[config.mk]
export PLATFORM = sky130hd
export DESIGN_NAME = ptp_rx_address_filter_and_ts_count
export DESIGN_NICKNAME = d
export VERILOG_FILES = /design/src/verilog/ptp_pkg.sv /design/src/verilog/ptp_rx_address_filter_and_ts_count.sv
export SDC_FILE = /design/constraint.sdc
export NUM_CORES = 1
export LEC_CHECK = 0
export ABC_AREA = 1
export BUFFER_PORTS_ARGS = -buffer_cell sky130_fd_sc_hd__buf_2
export CAP_MARGIN = 40
export CORE_AREA = 2 2 244 246
export DETAILED_ROUTE_END_ITERATION = 8
export DIE_AREA = 0 0 246 248
export HOLD_SLACK_MARGIN = 0.06
export SLEW_MARGIN = 20
export SYNTH_ARGS = -nofsm -noshare
export SYNTH_HDL_FRONTEND = slang
export SYNTH_SLANG_ARGS = --single-unit
[constraint.sdc]
create_clock -name pclk -period 6.33 [get_ports pclk]
set_input_delay 1.899 -clock pclk [delete_from_list [all_inputs] [get_ports pclk]]
set_output_delay 1.899 -clock pclk [all_outputs]
set_load 0.02 [all_outputs]
[src/verilog/ptp_pkg.sv]
// package: register map, field layout, resets and frame carrier of the ptp receive filter
package ptp_pkg;

  // ---------------------------------------------------------------
  // sizes
  // ---------------------------------------------------------------
  localparam int NPORT  = 3;
  localparam int NGROUP = 5;
  localparam int CNT_W  = 3;

  // ---------------------------------------------------------------
  // register byte addresses
  // ---------------------------------------------------------------
  localparam logic [11:0] ADDR_GLOBAL_CTL  = 12'h100;
  localparam logic [11:0] ADDR_BANK_PORT   = 12'h104;
  localparam logic [11:0] ADDR_STAMP_IRQ   = 12'h108;
  localparam logic [11:0] ADDR_MAC_LOW     = 12'h110;
  localparam logic [11:0] ADDR_MAC_HIGH    = 12'h114;
  localparam logic [11:0] ADDR_PARSE_EN    = 12'h158;
  localparam logic [11:0] ADDR_CAP_COUNTS  = 12'h160;

  // ---------------------------------------------------------------
  // bank codes and field positions
  // ---------------------------------------------------------------
  localparam logic [2:0] BANK_GENERAL = 3'h0;
  localparam logic [2:0] BANK_RX      = 3'h1;
  localparam int BANK_LSB       = 0;
  localparam int PORT_SEL_LSB   = 4;
  localparam int TX_CNT_LSB     = 4;
  localparam int RX_CNT_LSB     = 0;
  localparam int RX_IRQ_LSB     = 0;
  localparam int TX_IRQ_LSB     = 8;
  localparam int EN_L2_A        = 14;
  localparam int EN_L2_B        = 13;
  localparam int EN_GROUP_LSB   = 8;
  localparam int EN_L2_CUSTOM   = 7;
  localparam int EN_V6_CUSTOM   = 6;
  localparam int EN_V4_CUSTOM   = 5;
  localparam logic [14:0] PARSE_EN_MASK  = 15'h7fe0;
  localparam logic [14:0] PARSE_EN_RESET = 15'h7100;

  // ---------------------------------------------------------------
  // fixed destination addresses
  // ---------------------------------------------------------------
  localparam logic [47:0] MAC_L2_A       = 48'h0180c200000e;
  localparam logic [47:0] MAC_L2_B       = 48'h011b19000000;
  localparam logic [23:0] V4_MAC_PREFIX  = 24'h01005e;
  localparam logic [23:0] V6_MAC_PREFIX  = 24'h333300;
  localparam logic [15:0] V4_IP_PREFIX   = 16'he000;
  localparam logic [7:0]  V6_IP_PREFIX   = 8'hff;
  localparam logic [3:0]  V6_LINK_SCOPE  = 4'h2;
  // group suffixes, entry i is enabled by parse bit 8+i
  localparam logic [NGROUP-1:0][23:0] GROUP_SUFFIX = {
    24'h000181, 24'h000182, 24'h000183, 24'h000184, 24'h00006b};
  // entries whose ipv6 scope nibble must match exactly
  localparam logic [NGROUP-1:0] GROUP_FIXED_SCOPE = 5'h01;

  // ---------------------------------------------------------------
  // received frame descriptor
  // ---------------------------------------------------------------
  typedef enum logic [1:0] {
    FRAME_L2,
    FRAME_IPV4,
    FRAME_IPV6,
    FRAME_OTHER
  } frame_kind_t;

  typedef struct packed {
    logic        valid;
    frame_kind_t kind;
    logic [47:0] dst_mac;
    logic [127:0] dst_ip;  // ipv4 address in bits 31:0
  } rx_frame_t;

endpackage

[src/verilog/ptp_rx_address_filter_and_ts_count.sv]
// module: ptp receive destination filter and pending timestamp counts with apb registers
//
// What this block does
// - per-port 3-bit transmit stamp count in bits 6:4, reset zero
// - count up transmit stamps when a ptp packet leaves the port
// - writing one to a port's transmit irq bit lowers its count
// - per-port 3-bit receive stamp count in bits 2:0, reset zero
// - count up receive stamps when a ptp packet arrives on the port
// - writing one to a port's receive irq bit lowers its count
// - capture count register ignores writes entirely
// - bit 14 (reset one) accepts layer 2 address 01:80:c2:00:00:0e
// - bit 13 (reset one) accepts layer 2 address 01:1b:19:00:00:00
// - bit 12 (reset one) accepts ipv4 group 224.0.1.129
// - bit 12 also accepts ipv6 ff0x::181 with any scope
// - bit 11 (reset zero) accepts group 224.0.1.130 or ff0x::182
// - bit 10 (reset zero) accepts group 224.0.1.131 or ff0x::183
// - bit 9 (reset zero) accepts group 224.0.1.132 or ff0x::184
// - bit 8 (reset one) accepts group 224.0.0.107 or ff02::6b
// - bit 7 accepts layer 2 frames to the user mac
// - bit 6 accepts ipv6 frames to the user mac
// - bit 5 accepts ipv4 frames to the user mac, held in two registers
// - 3-bit bank select pages the per-port window: 000 general, 001 receive
// - 2-bit port select picks which port's registers are reached
//
// Local design decision: register access over APB.
`timescale 1ns/10ps
module ptp_rx_address_filter_and_ts_count (
  input  wire logic                                         pclk,
  input  wire logic                                         presetn,
  input  wire logic                                         psel,
  input  wire logic                                         penable,
  input  wire logic                                         pwrite,
  input  wire logic [11:0]                                  paddr,
  input  wire logic [31:0]                                  pwdata,
  output logic      [31:0]                                  prdata,
  output logic                                              pready,
  output logic                                              pslverr,
  input  wire ptp_pkg::rx_frame_t [ptp_pkg::NPORT-1:0]      rx_frame,
  input  wire logic [ptp_pkg::NPORT-1:0]                    tx_ptp_sent,
  output logic      [ptp_pkg::NPORT-1:0]                    rx_ptp_match,
  output logic                                              stamp_enable
);

  // ---------------------------------------------------------------
  // declarations
  // ---------------------------------------------------------------
  logic                               apb_write;
  logic                               apb_read;
  logic [2:0]                         bank_sel;
  logic [1:0]                         port_sel;
  logic                               port_ok;
  logic [31:0]                        custom_mac_low_dword;
  logic [15:0]                        custom_mac_high_word;
  logic [47:0]                        custom_mac;
  logic [ptp_pkg::NPORT-1:0][14:0]    parse_en;
  logic [ptp_pkg::NPORT-1:0][2:0]     rx_stamp_pending_count;
  logic [ptp_pkg::NPORT-1:0][2:0]     tx_stamp_pending_count;
  logic [ptp_pkg::NPORT-1:0]          rx_stamp_irq_bits;
  logic [ptp_pkg::NPORT-1:0]          tx_stamp_irq_bits;
  logic [ptp_pkg::NPORT-1:0]          next_match;
  logic                               addr_mapped;
  logic [31:0]                        next_prdata;

  // ---------------------------------------------------------------
  // apb access decode
  // ---------------------------------------------------------------
  // zero wait state slave: every access completes in its first access cycle
  assign pready    = 1'b1;
  assign apb_write = psel & penable & pwrite;
  assign apb_read  = psel & penable & ~pwrite;
  assign port_ok   = (port_sel < 2'(ptp_pkg::NPORT));
  assign custom_mac = {custom_mac_high_word, custom_mac_low_dword};

  // irq write strobes, one per port, pulse only on the completing write
  always_comb begin
    rx_stamp_irq_bits = '0;
    tx_stamp_irq_bits = '0;
    if (apb_write && paddr == ptp_pkg::ADDR_STAMP_IRQ) begin
      for (int p = 0; p < ptp_pkg::NPORT; p++) begin
        rx_stamp_irq_bits[p] = pwdata[ptp_pkg::RX_IRQ_LSB + p];
        tx_stamp_irq_bits[p] = pwdata[ptp_pkg::TX_IRQ_LSB + p];
      end
    end
  end

  // ---------------------------------------------------------------
  // global registers
  // ---------------------------------------------------------------
  // timestamping enable, software must clear it before changing enables
  always_ff @(posedge pclk or negedge presetn) begin
    if (!presetn) begin
      stamp_enable <= 1'b0;
    end else if (apb_write && paddr == ptp_pkg::ADDR_GLOBAL_CTL) begin
      stamp_enable <= pwdata[0];
    end
  end

  // bank and port page select
  always_ff @(posedge pclk or negedge presetn) begin
    if (!presetn) begin
      bank_sel <= 3'h0;
      port_sel <= 2'h0;
    end else if (apb_write && paddr == ptp_pkg::ADDR_BANK_PORT) begin
      bank_sel <= pwdata[ptp_pkg::BANK_LSB +: 3];
      port_sel <= pwdata[ptp_pkg::PORT_SEL_LSB +: 2];
    end
  end

  // user defined destination mac, shared by all ports
  always_ff @(posedge pclk or negedge presetn) begin
    if (!presetn) begin
      custom_mac_low_dword <= 32'h0;
      custom_mac_high_word <= 16'h0;
    end else if (apb_write) begin
      if (paddr == ptp_pkg::ADDR_MAC_LOW) begin
        custom_mac_low_dword <= pwdata;
      end
      if (paddr == ptp_pkg::ADDR_MAC_HIGH) begin
        custom_mac_high_word <= pwdata[15:0];
      end
    end
  end

  // ---------------------------------------------------------------
  // per-port logic
  // ---------------------------------------------------------------
  for (genvar p = 0; p < ptp_pkg::NPORT; p++) begin : g_port
    logic                      sel_here;
    logic                      l2_hit;
    logic                      v4_hit;
    logic                      v6_hit;
    logic [ptp_pkg::NGROUP-1:0] grp_hit;
    logic                      rx_inc;
    logic                      rx_dec;
    logic                      tx_dec;
    ptp_pkg::rx_frame_t        f;

    assign f        = rx_frame[p];
    assign sel_here = port_ok && port_sel == 2'(p);

    // parse enables of this port, only reserved-free bits are stored
    always_ff @(posedge pclk or negedge presetn) begin
      if (!presetn) begin
        parse_en[p] <= ptp_pkg::PARSE_EN_RESET;
      end else if (apb_write && sel_here && bank_sel == ptp_pkg::BANK_RX &&
                   paddr == ptp_pkg::ADDR_PARSE_EN) begin
        parse_en[p] <= pwdata[14:0] & ptp_pkg::PARSE_EN_MASK;
      end
    end

    // fixed multicast groups, ipv4 and ipv6 share one enable bit each
    for (genvar g = 0; g < ptp_pkg::NGROUP; g++) begin : g_grp
      logic v4_g;
      logic v6_g;
      assign v4_g = f.kind == ptp_pkg::FRAME_IPV4 &&
        f.dst_mac == {ptp_pkg::V4_MAC_PREFIX, ptp_pkg::GROUP_SUFFIX[g]} &&
        f.dst_ip[31:0] == {ptp_pkg::V4_IP_PREFIX, ptp_pkg::GROUP_SUFFIX[g][15:0]};
      // scope nibble is a wildcard except for the link-local group
      assign v6_g = f.kind == ptp_pkg::FRAME_IPV6 &&
        f.dst_mac == {ptp_pkg::V6_MAC_PREFIX, ptp_pkg::GROUP_SUFFIX[g]} &&
        f.dst_ip[127:120] == ptp_pkg::V6_IP_PREFIX &&
        f.dst_ip[119:116] == 4'h0 &&
        (!ptp_pkg::GROUP_FIXED_SCOPE[g] ||
         f.dst_ip[115:112] == ptp_pkg::V6_LINK_SCOPE) &&
        f.dst_ip[111:16] == 96'h0 &&
        f.dst_ip[15:0] == ptp_pkg::GROUP_SUFFIX[g][15:0];
      assign grp_hit[g] = parse_en[p][ptp_pkg::EN_GROUP_LSB + g] & (v4_g | v6_g);
    end

    // fixed layer 2 and user defined mac matches
    assign l2_hit = f.kind == ptp_pkg::FRAME_L2 &&
      ((parse_en[p][ptp_pkg::EN_L2_A] && f.dst_mac == ptp_pkg::MAC_L2_A) ||
       (parse_en[p][ptp_pkg::EN_L2_B] && f.dst_mac == ptp_pkg::MAC_L2_B) ||
       (parse_en[p][ptp_pkg::EN_L2_CUSTOM] && f.dst_mac == custom_mac));
    assign v6_hit = f.kind == ptp_pkg::FRAME_IPV6 &&
      parse_en[p][ptp_pkg::EN_V6_CUSTOM] && f.dst_mac == custom_mac;
    assign v4_hit = f.kind == ptp_pkg::FRAME_IPV4 &&
      parse_en[p][ptp_pkg::EN_V4_CUSTOM] && f.dst_mac == custom_mac;

    // any enabled match marks the frame as ptp
    assign next_match[p] = f.valid & (l2_hit | v4_hit | v6_hit | (|grp_hit));

    // registered one-cycle match pulse
    always_ff @(posedge pclk or negedge presetn) begin
      if (!presetn) begin
        rx_ptp_match[p] <= 1'b0;
      end else begin
        rx_ptp_match[p] <= next_match[p];
      end
    end

    assign rx_inc = rx_ptp_match[p] & stamp_enable;
    assign rx_dec = rx_stamp_irq_bits[p];
    assign tx_dec = tx_stamp_irq_bits[p];

    // receive pending count, simultaneous up and down leaves it unchanged
    always_ff @(posedge pclk or negedge presetn) begin
      if (!presetn) begin
        rx_stamp_pending_count[p] <= 3'h0;
      end else if (rx_inc && !rx_dec && rx_stamp_pending_count[p] != 3'h7) begin
        rx_stamp_pending_count[p] <= rx_stamp_pending_count[p] + 3'h1;
      end else if (rx_dec && !rx_inc && rx_stamp_pending_count[p] != 3'h0) begin
        rx_stamp_pending_count[p] <= rx_stamp_pending_count[p] - 3'h1;
      end
    end

    // transmit pending count
    always_ff @(posedge pclk or negedge presetn) begin
      if (!presetn) begin
        tx_stamp_pending_count[p] <= 3'h0;
      end else if (tx_ptp_sent[p] && stamp_enable && !tx_dec &&
                   tx_stamp_pending_count[p] != 3'h7) begin
        tx_stamp_pending_count[p] <= tx_stamp_pending_count[p] + 3'h1;
      end else if (tx_dec && !(tx_ptp_sent[p] && stamp_enable) &&
                   tx_stamp_pending_count[p] != 3'h0) begin
        tx_stamp_pending_count[p] <= tx_stamp_pending_count[p] - 3'h1;
      end
    end
  end

  // ---------------------------------------------------------------
  // read mux
  // ---------------------------------------------------------------
  // paged registers answer only in their own bank for a present port
  always_comb begin
    next_prdata = 32'h0;
    addr_mapped = 1'b1;
    unique case (paddr)
      ptp_pkg::ADDR_GLOBAL_CTL: next_prdata[0] = stamp_enable;
      ptp_pkg::ADDR_BANK_PORT: begin
        next_prdata[ptp_pkg::BANK_LSB +: 3]     = bank_sel;
        next_prdata[ptp_pkg::PORT_SEL_LSB +: 2] = port_sel;
      end
      ptp_pkg::ADDR_STAMP_IRQ: begin
        for (int p = 0; p < ptp_pkg::NPORT; p++) begin
          next_prdata[ptp_pkg::RX_IRQ_LSB + p] = |rx_stamp_pending_count[p];
          next_prdata[ptp_pkg::TX_IRQ_LSB + p] = |tx_stamp_pending_count[p];
        end
      end
      ptp_pkg::ADDR_MAC_LOW:  next_prdata = custom_mac_low_dword;
      ptp_pkg::ADDR_MAC_HIGH: next_prdata[15:0] = custom_mac_high_word;
      ptp_pkg::ADDR_PARSE_EN: begin
        addr_mapped = port_ok && bank_sel == ptp_pkg::BANK_RX;
        if (addr_mapped) begin
          next_prdata[14:0] = parse_en[port_sel];
        end
      end
      ptp_pkg::ADDR_CAP_COUNTS: begin
        addr_mapped = port_ok && bank_sel == ptp_pkg::BANK_GENERAL;
        if (addr_mapped) begin
          next_prdata[ptp_pkg::TX_CNT_LSB +: 3] = tx_stamp_pending_count[port_sel];
          next_prdata[ptp_pkg::RX_CNT_LSB +: 3] = rx_stamp_pending_count[port_sel];
        end
      end
      default: addr_mapped = 1'b0;
    endcase
  end

  // read data and error are combinational on the access cycle
  always_comb begin
    prdata  = apb_read ? next_prdata : 32'h0;
    pslverr = psel & penable & ~addr_mapped; // capture count writes are dropped, without error only in the general bank for a present port
  end

endmodule

After elaboration in Yosys (flattened, before gate mapping)

Cells that the tools add are included.

Reduce and logical (&&, ||, !) cells: 229
Muxes and demuxes: 35
Magnitude comparators: 2
Equal/unequal tests: 97
Add/subtract/negate cells: 12
Bitwise logic cells: 51

Operator list:

| operator                                         | number |
|---|---|
| == test 48 x 41 -> 1 bit, second input constant  | 21 |
| == test 48 x 46 -> 1 bit, second input constant  | 15 |
| == test 32 bit, second input constant            | 15 |
| zero test 96 bit                                 | 3 |
| == test 16 x 9 -> 1 bit, second input constant   | 12 |
| logical AND 1 bit                                | 176 |
| == test 48 bit                                   | 3 |
| == test 12 x 9 -> 1 bit, second input constant   | 7 |
| two-way mux 3 bit                                | 18 |
| == test 16 x 7 -> 1 bit, second input constant   | 3 |
| two-way mux 32 bit                               | 1 |
| binary-select mux 15 bit (select 2 bit)          | 1 |
| two-way mux 15 bit                               | 2 |
| bitwise AND 1 bit                                | 25 |
| == test 8 bit, second input constant             | 3 |
| bitwise OR 1 bit                                 | 24 |
| OR reduction 5 bit                               | 4 |
| adder 3 x 1 -> 3 bit, second input constant      | 6 |
| != test 3 bit, second input constant             | 6 |
| nonzero test 3 bit                               | 6 |
| OR reduction 3 bit                               | 6 |
| subtractor 3 x 1 -> 3 bit, second input constant | 6 |
| two-way mux 16 bit                               | 1 |
| binary-select mux 3 bit (select 2 bit)           | 2 |
| other kinds (22)                                 | 60 |

Bits in registers: 105
Output and inout bits: 38
Input bits: 589

Longest topological paths before layout

Depth in word-level cells: 12
Mapped depth: 16
Mapped depth without buffers: 15

Least setup slack after synthesis

OpenSTA, ideal clock, no wires.

Path type: input port to output port
Start point: input paddr[1]
End point: output prdata[16]
Data arrival time: 3.333 ns
Path buffers: 3
Path slack: 1.098 ns
Data required time: 4.431 ns
Stages: 8
Path through: nor2_1 inv_1 nor3_2 nand2_1 buf_2 buf_2 buf_2 nor3_1

Longest elaborated chain between the ends: 3

RTL lines:

| item                    | line                                      | text |
|---|---|---|
| from (decl)             | ptp_rx_address_filter_and_ts_count.sv:33  | `input wire logic [11:0] paddr,` |
| == test 12 x 9 -> 1 bit | ptp_rx_address_filter_and_ts_count.sv:228 | `unique case (paddr)` |
| two-way mux 16 bit      | ptp_rx_address_filter_and_ts_count.sv:228 |  |
| two-way mux 32 bit      | ptp_rx_address_filter_and_ts_count.sv:261 | `prdata = apb_read ? next_prdata : 32'h0;` |
| to (decl)               | ptp_rx_address_filter_and_ts_count.sv:35  | `output logic [31:0] prdata,` |

Every way passes these cells.

Final worst setup path

Start point: input paddr[1]
End point: output prdata[14]

Longest elaborated chain between the ends: 3
Elaborated cells on any way between the ends: 5

RTL lines:

| item                                   | line |
|---|---|
| == test 12 x 9 -> 1 bit                | ptp_rx_address_filter_and_ts_count.sv:228 |
| one-hot mux 4 bit (3 select lines) (*) | ptp_rx_address_filter_and_ts_count.sv:228 |
| two-way mux 32 bit (*)                 | ptp_rx_address_filter_and_ts_count.sv:261 |

Every way passes the cells marked *; elsewhere a longest branch is shown, timed or not.

==> summary.txt <==
Placed design
  – Worst Setup Slack post-DPL: between 0.7 and 0.8 ns
  – Sum of net half-perimeters after detailed placement: 62.9 mm
  – Count of input and output buffers: around 630
  – Final estimated routing congestion in global placement: slightly below 1

Global routing
  – Leftover overflow at the end of global routing: 0
  – Largest net degree at the start of global routing: 55
  – Antenna violations before repair: 53
  – Wire length of the first global-routing pass: around 98 mm
  – Number of global-route vias before repair: roughly 14000
  – GRT Overall Usage: 0.226

Yosys
  – Post-synth net total: about 2600
  – Number of warning messages in the yosys log: 0
  – Number of flip-flops and latches in the synthesized netlist: around 110
  – Post-synth top area share: 0.213
  – Cell with the most instances after synthesis: sky130_fd_sc_hd__nand2_1
  – Mapped cell area: roughly 11000 sq um
  – Ys async rst share: 1.00
  – Avg Synthesized Cell Area: about 5.6 sq um
  – Most common flop cell mapped by yosys: sky130_fd_sc_hd__dfrtp_1
  – Distinct cells, synth: 55
  – EDFF count, synth: 0
  – Sequential share of the synthesized area: 0.232
  – Synthesized instance count: a little over 2000
  – Cell accounting for the most synthesized area: sky130_fd_sc_hd__nand2_1
  – Cells taking the most area after synthesis: sky130_fd_sc_hd__nand2_1 (21%), sky130_fd_sc_hd__dfrtp_1 (20%), sky130_fd_sc_hd__nor2_1 (14%), sky130_fd_sc_hd__inv_1 (8.9%), sky130_fd_sc_hd__nand4_1 (4.2%)
  – Top cells by instance count after synthesis: sky130_fd_sc_hd__nand2_1 (646), sky130_fd_sc_hd__nor2_1 (415), sky130_fd_sc_hd__inv_1 (271)

Setup path
  – Setup slack, reg-to-reg: 3.92 ns
  – Crit path launch type: input port
  – Worst setup EP type: primary output
  – Largest fanout on the critical path: 11
  – Required time of the critical path: roughly 4.4 ns
  – Kind of critical path: in2out
  – WP data arrival: ~3.7 ns

Timing
  – PnR worst setup slack: approximately 0.76 ns
  – Count of endpoints failing hold in the final timing report: 0
  – Final Cycle Share: 0.880
  – Max-slew headroom: 0.473
  – Final setup TNS: 0 ns
  – Setup violations, final: 0
  – Slew @ Worst Pin: slightly below 0.8 ns
  – Max-slew violation count: 0
  – Post-Route Skew: ~0.014 ns
  – Setup repair after global routing missed its margin: false
  – Peak Freq: between 150 and 200 MHz
  – Post-route minimum period: 5.57 ns

Floorplanning
  – Cell Rows: between 80 and 90
  – Width of the die: 246 microns
  – Die span in y: 248 microns
  – Core outline area: between 50000 and 60000 sq um
  – Die footprint: 61000 sq um
  – Initial cell density of the core: 0.195
  – Number of top-level pins: approximately 630

Power
  – Worst IR drop on VDD: ~0.13 mV
  – Post-layout total power: approximately 0.0019 W
  – Static leakage power: 8.12 nW
  – Pwr Density: 122 nW/um^2

Clock network
  – Clock tree from TritonCTS: done
  – Sinks on Clock Net: around 110
  – Total of hold buffers inserted after clock tree synthesis: 0
  – Root Buffer Master: sky130_fd_sc_hd__clkbuf_16
  – Clock-pin slew reported for the worst setup and hold paths after clock tree synthesis: approximately 0.070 ns
  – H-Tree Level Count: 3
  – Number of buffers added for setup after CTS: 0
  – Number of clock buffers inserted by TritonCTS: 9
  – Gates resized, CTS repair: 0
  – Number of buffers on the longest clock path: 2
  – Clk Latency, worst-skew pair: approximately 0.38 ns

Final layout
  – # nets final: ~3200
  – Layout fillers: a little under 7000
  – Area grow syn2layout: 38.2%
  – Layout cells sized above 1: 0.267

Routing
  – Per-cell via count in the routed design: between 4 and 5
  – DR WL/cell: 20.9 microns
  – Final routed wirelength across all metal layers: between 70 and 80 mm
  – Violation count after the first detailed-route iteration: between 1000 and 1500
  – Met2 wire len: between 30 and 40 mm
  – Final ANT Viol Nets: 0
  – Routed length on met1: between 20 and 30 mm
  – Residual DRC count: 0
  – First-pass iteration count of the detailed router: 6
  – Met3 wirelength from detailed routing: around 6.8 mm
  – Highest layer used for signal routing: met5
  – Total via count after detailed routing: 15500

Outcome
  – Outcome: completed

Flow run
  – Maximum capacitance violations: 0

Min path
  – Worst min-delay path class: reg2reg
-- state kept, by name, summed over array words and instances (netlist names), 2 cells and up --
signal	cells
bank_sel	3
tx_stamp_pending_count	9
port_sel	2
custom_mac_low_dword	32
rx_stamp_pending_count	9
custom_mac_high_word	16
rx_ptp_match	3
parse_en	30
-- kinds of logic after synthesis --
kind of cell,count (synthesis),synth area share
compound gates,176,0.0914
xor+xnor,74,0.0569
fa+ha+maj,6,0.0106
buf+inv,332,0.113
flops,105,0.232
mux,2,0.00286
other cells,1,0.000329
simple gates,1332,0.493
-- layout make-up --
class / instances / area [sq um] / share of cell area
clock inverters: 4 / 47.5 / 0.00302
inverters: 287 / 1080 / 0.0685
well taps: 773 / 967 / 0.0615
diodes: 20 / 50.0 / 0.00318
flip-flops and latches: 105 / 2640 / 0.168
multi-input cells: 1591 / 7460 / 0.474
repair buffers: 634 / 3240 / 0.206
clock buffers: 12 / 246 / 0.0157
-- cell usage in the layout (no fill, tap or decap), types with 4 or more instances in the layout --
cell,count
sky130_fd_sc_hd__a21oi_1,33
sky130_fd_sc_hd__a221oi_1,6
sky130_fd_sc_hd__a22oi_1,4
sky130_fd_sc_hd__buf_2,624
sky130_fd_sc_hd__buf_4,7
sky130_fd_sc_hd__clkbuf_16,9
sky130_fd_sc_hd__dfrtp_1,93
sky130_fd_sc_hd__dfstp_2,12
sky130_fd_sc_hd__diode_2,20
sky130_fd_sc_hd__fa_1,6
sky130_fd_sc_hd__inv_1,271
sky130_fd_sc_hd__inv_2,16
sky130_fd_sc_hd__nand2_1,645
sky130_fd_sc_hd__nand2_2,9
sky130_fd_sc_hd__nand3_1,63
sky130_fd_sc_hd__nand3_2,4
sky130_fd_sc_hd__nand3b_1,6
sky130_fd_sc_hd__nand4_1,77
sky130_fd_sc_hd__nor2_1,415
sky130_fd_sc_hd__nor3_1,64
sky130_fd_sc_hd__nor4_1,25
sky130_fd_sc_hd__o21ai_0,43
sky130_fd_sc_hd__o21ai_1,47
sky130_fd_sc_hd__o22ai_1,22
sky130_fd_sc_hd__xnor2_1,44
sky130_fd_sc_hd__xor2_1,30
-- per-layer routing --
| layer | global-route usage | vias up |
|---|---|---|
| met5 | 0 | - |
| met4 | 0.0790 | 44 |
| met3 | 0.0670 | 160 |
| met2 | 0.359 | 762 |
| met1 | 0.289 | 6941 |
| li1 | - | 7610 |
-- path summary, 6_finish.rpt --
| kind | start | end | cells past startpoint |
|---|---|---|---|
| setup / recovery | paddr[1] | prdata[14] | 8 |
| hold / removal | parse_en[20] | parse_en[20] | 2 |
| setup reg to reg | port_sel[1] | parse_en[43] | 4 |
| hold reg to reg | parse_en[20] | parse_en[20] | 2 |
| max in group asynchronous | presetn | custom_mac_low_dword[19] | 2 |
| min in group asynchronous | presetn | tx_stamp_pending_count[0] | 1 |
-- per-stage QoR --
step | std cells | instance area (sq um) | hold slack [ns] | util
CTS | 3404 | 15600 | 0.490 | 0.268
global placement | 3387 | 15300 | 0.466 | 0.262
finish | 3426 | 15700 | 0.491 | 0.269
floorplan | 2028 | 11400 | 0.453 | -
detailed placement | 3388 | 15300 | 0.473 | 0.262
global route | 3419 | 15700 | 0.537 | 0.269
-- report_power, final --
group / internal (W) / switching [W] / total (W)
Sequential: 0.000702 / 0.0000518 / 0.000754
Combinational: 0.000250 / 0.000323 / 0.000572
Clock: 0.000289 / 0.000304 / 0.000592
Total: 0.00124 / 0.000678 / 0.00192
-- worst max-delay path, cell delays in order --
cell,delay [ns]
sky130_fd_sc_hd__buf_2,0.09
sky130_fd_sc_hd__nor2_1,0.16
sky130_fd_sc_hd__nand3_2,0.14
sky130_fd_sc_hd__nor3_1,0.29
sky130_fd_sc_hd__and3_1,0.49
sky130_fd_sc_hd__o211ai_1,0.15
sky130_fd_sc_hd__a31oi_1,0.23
sky130_fd_sc_hd__buf_2,0.21
(Power assumes the default switching activity.)
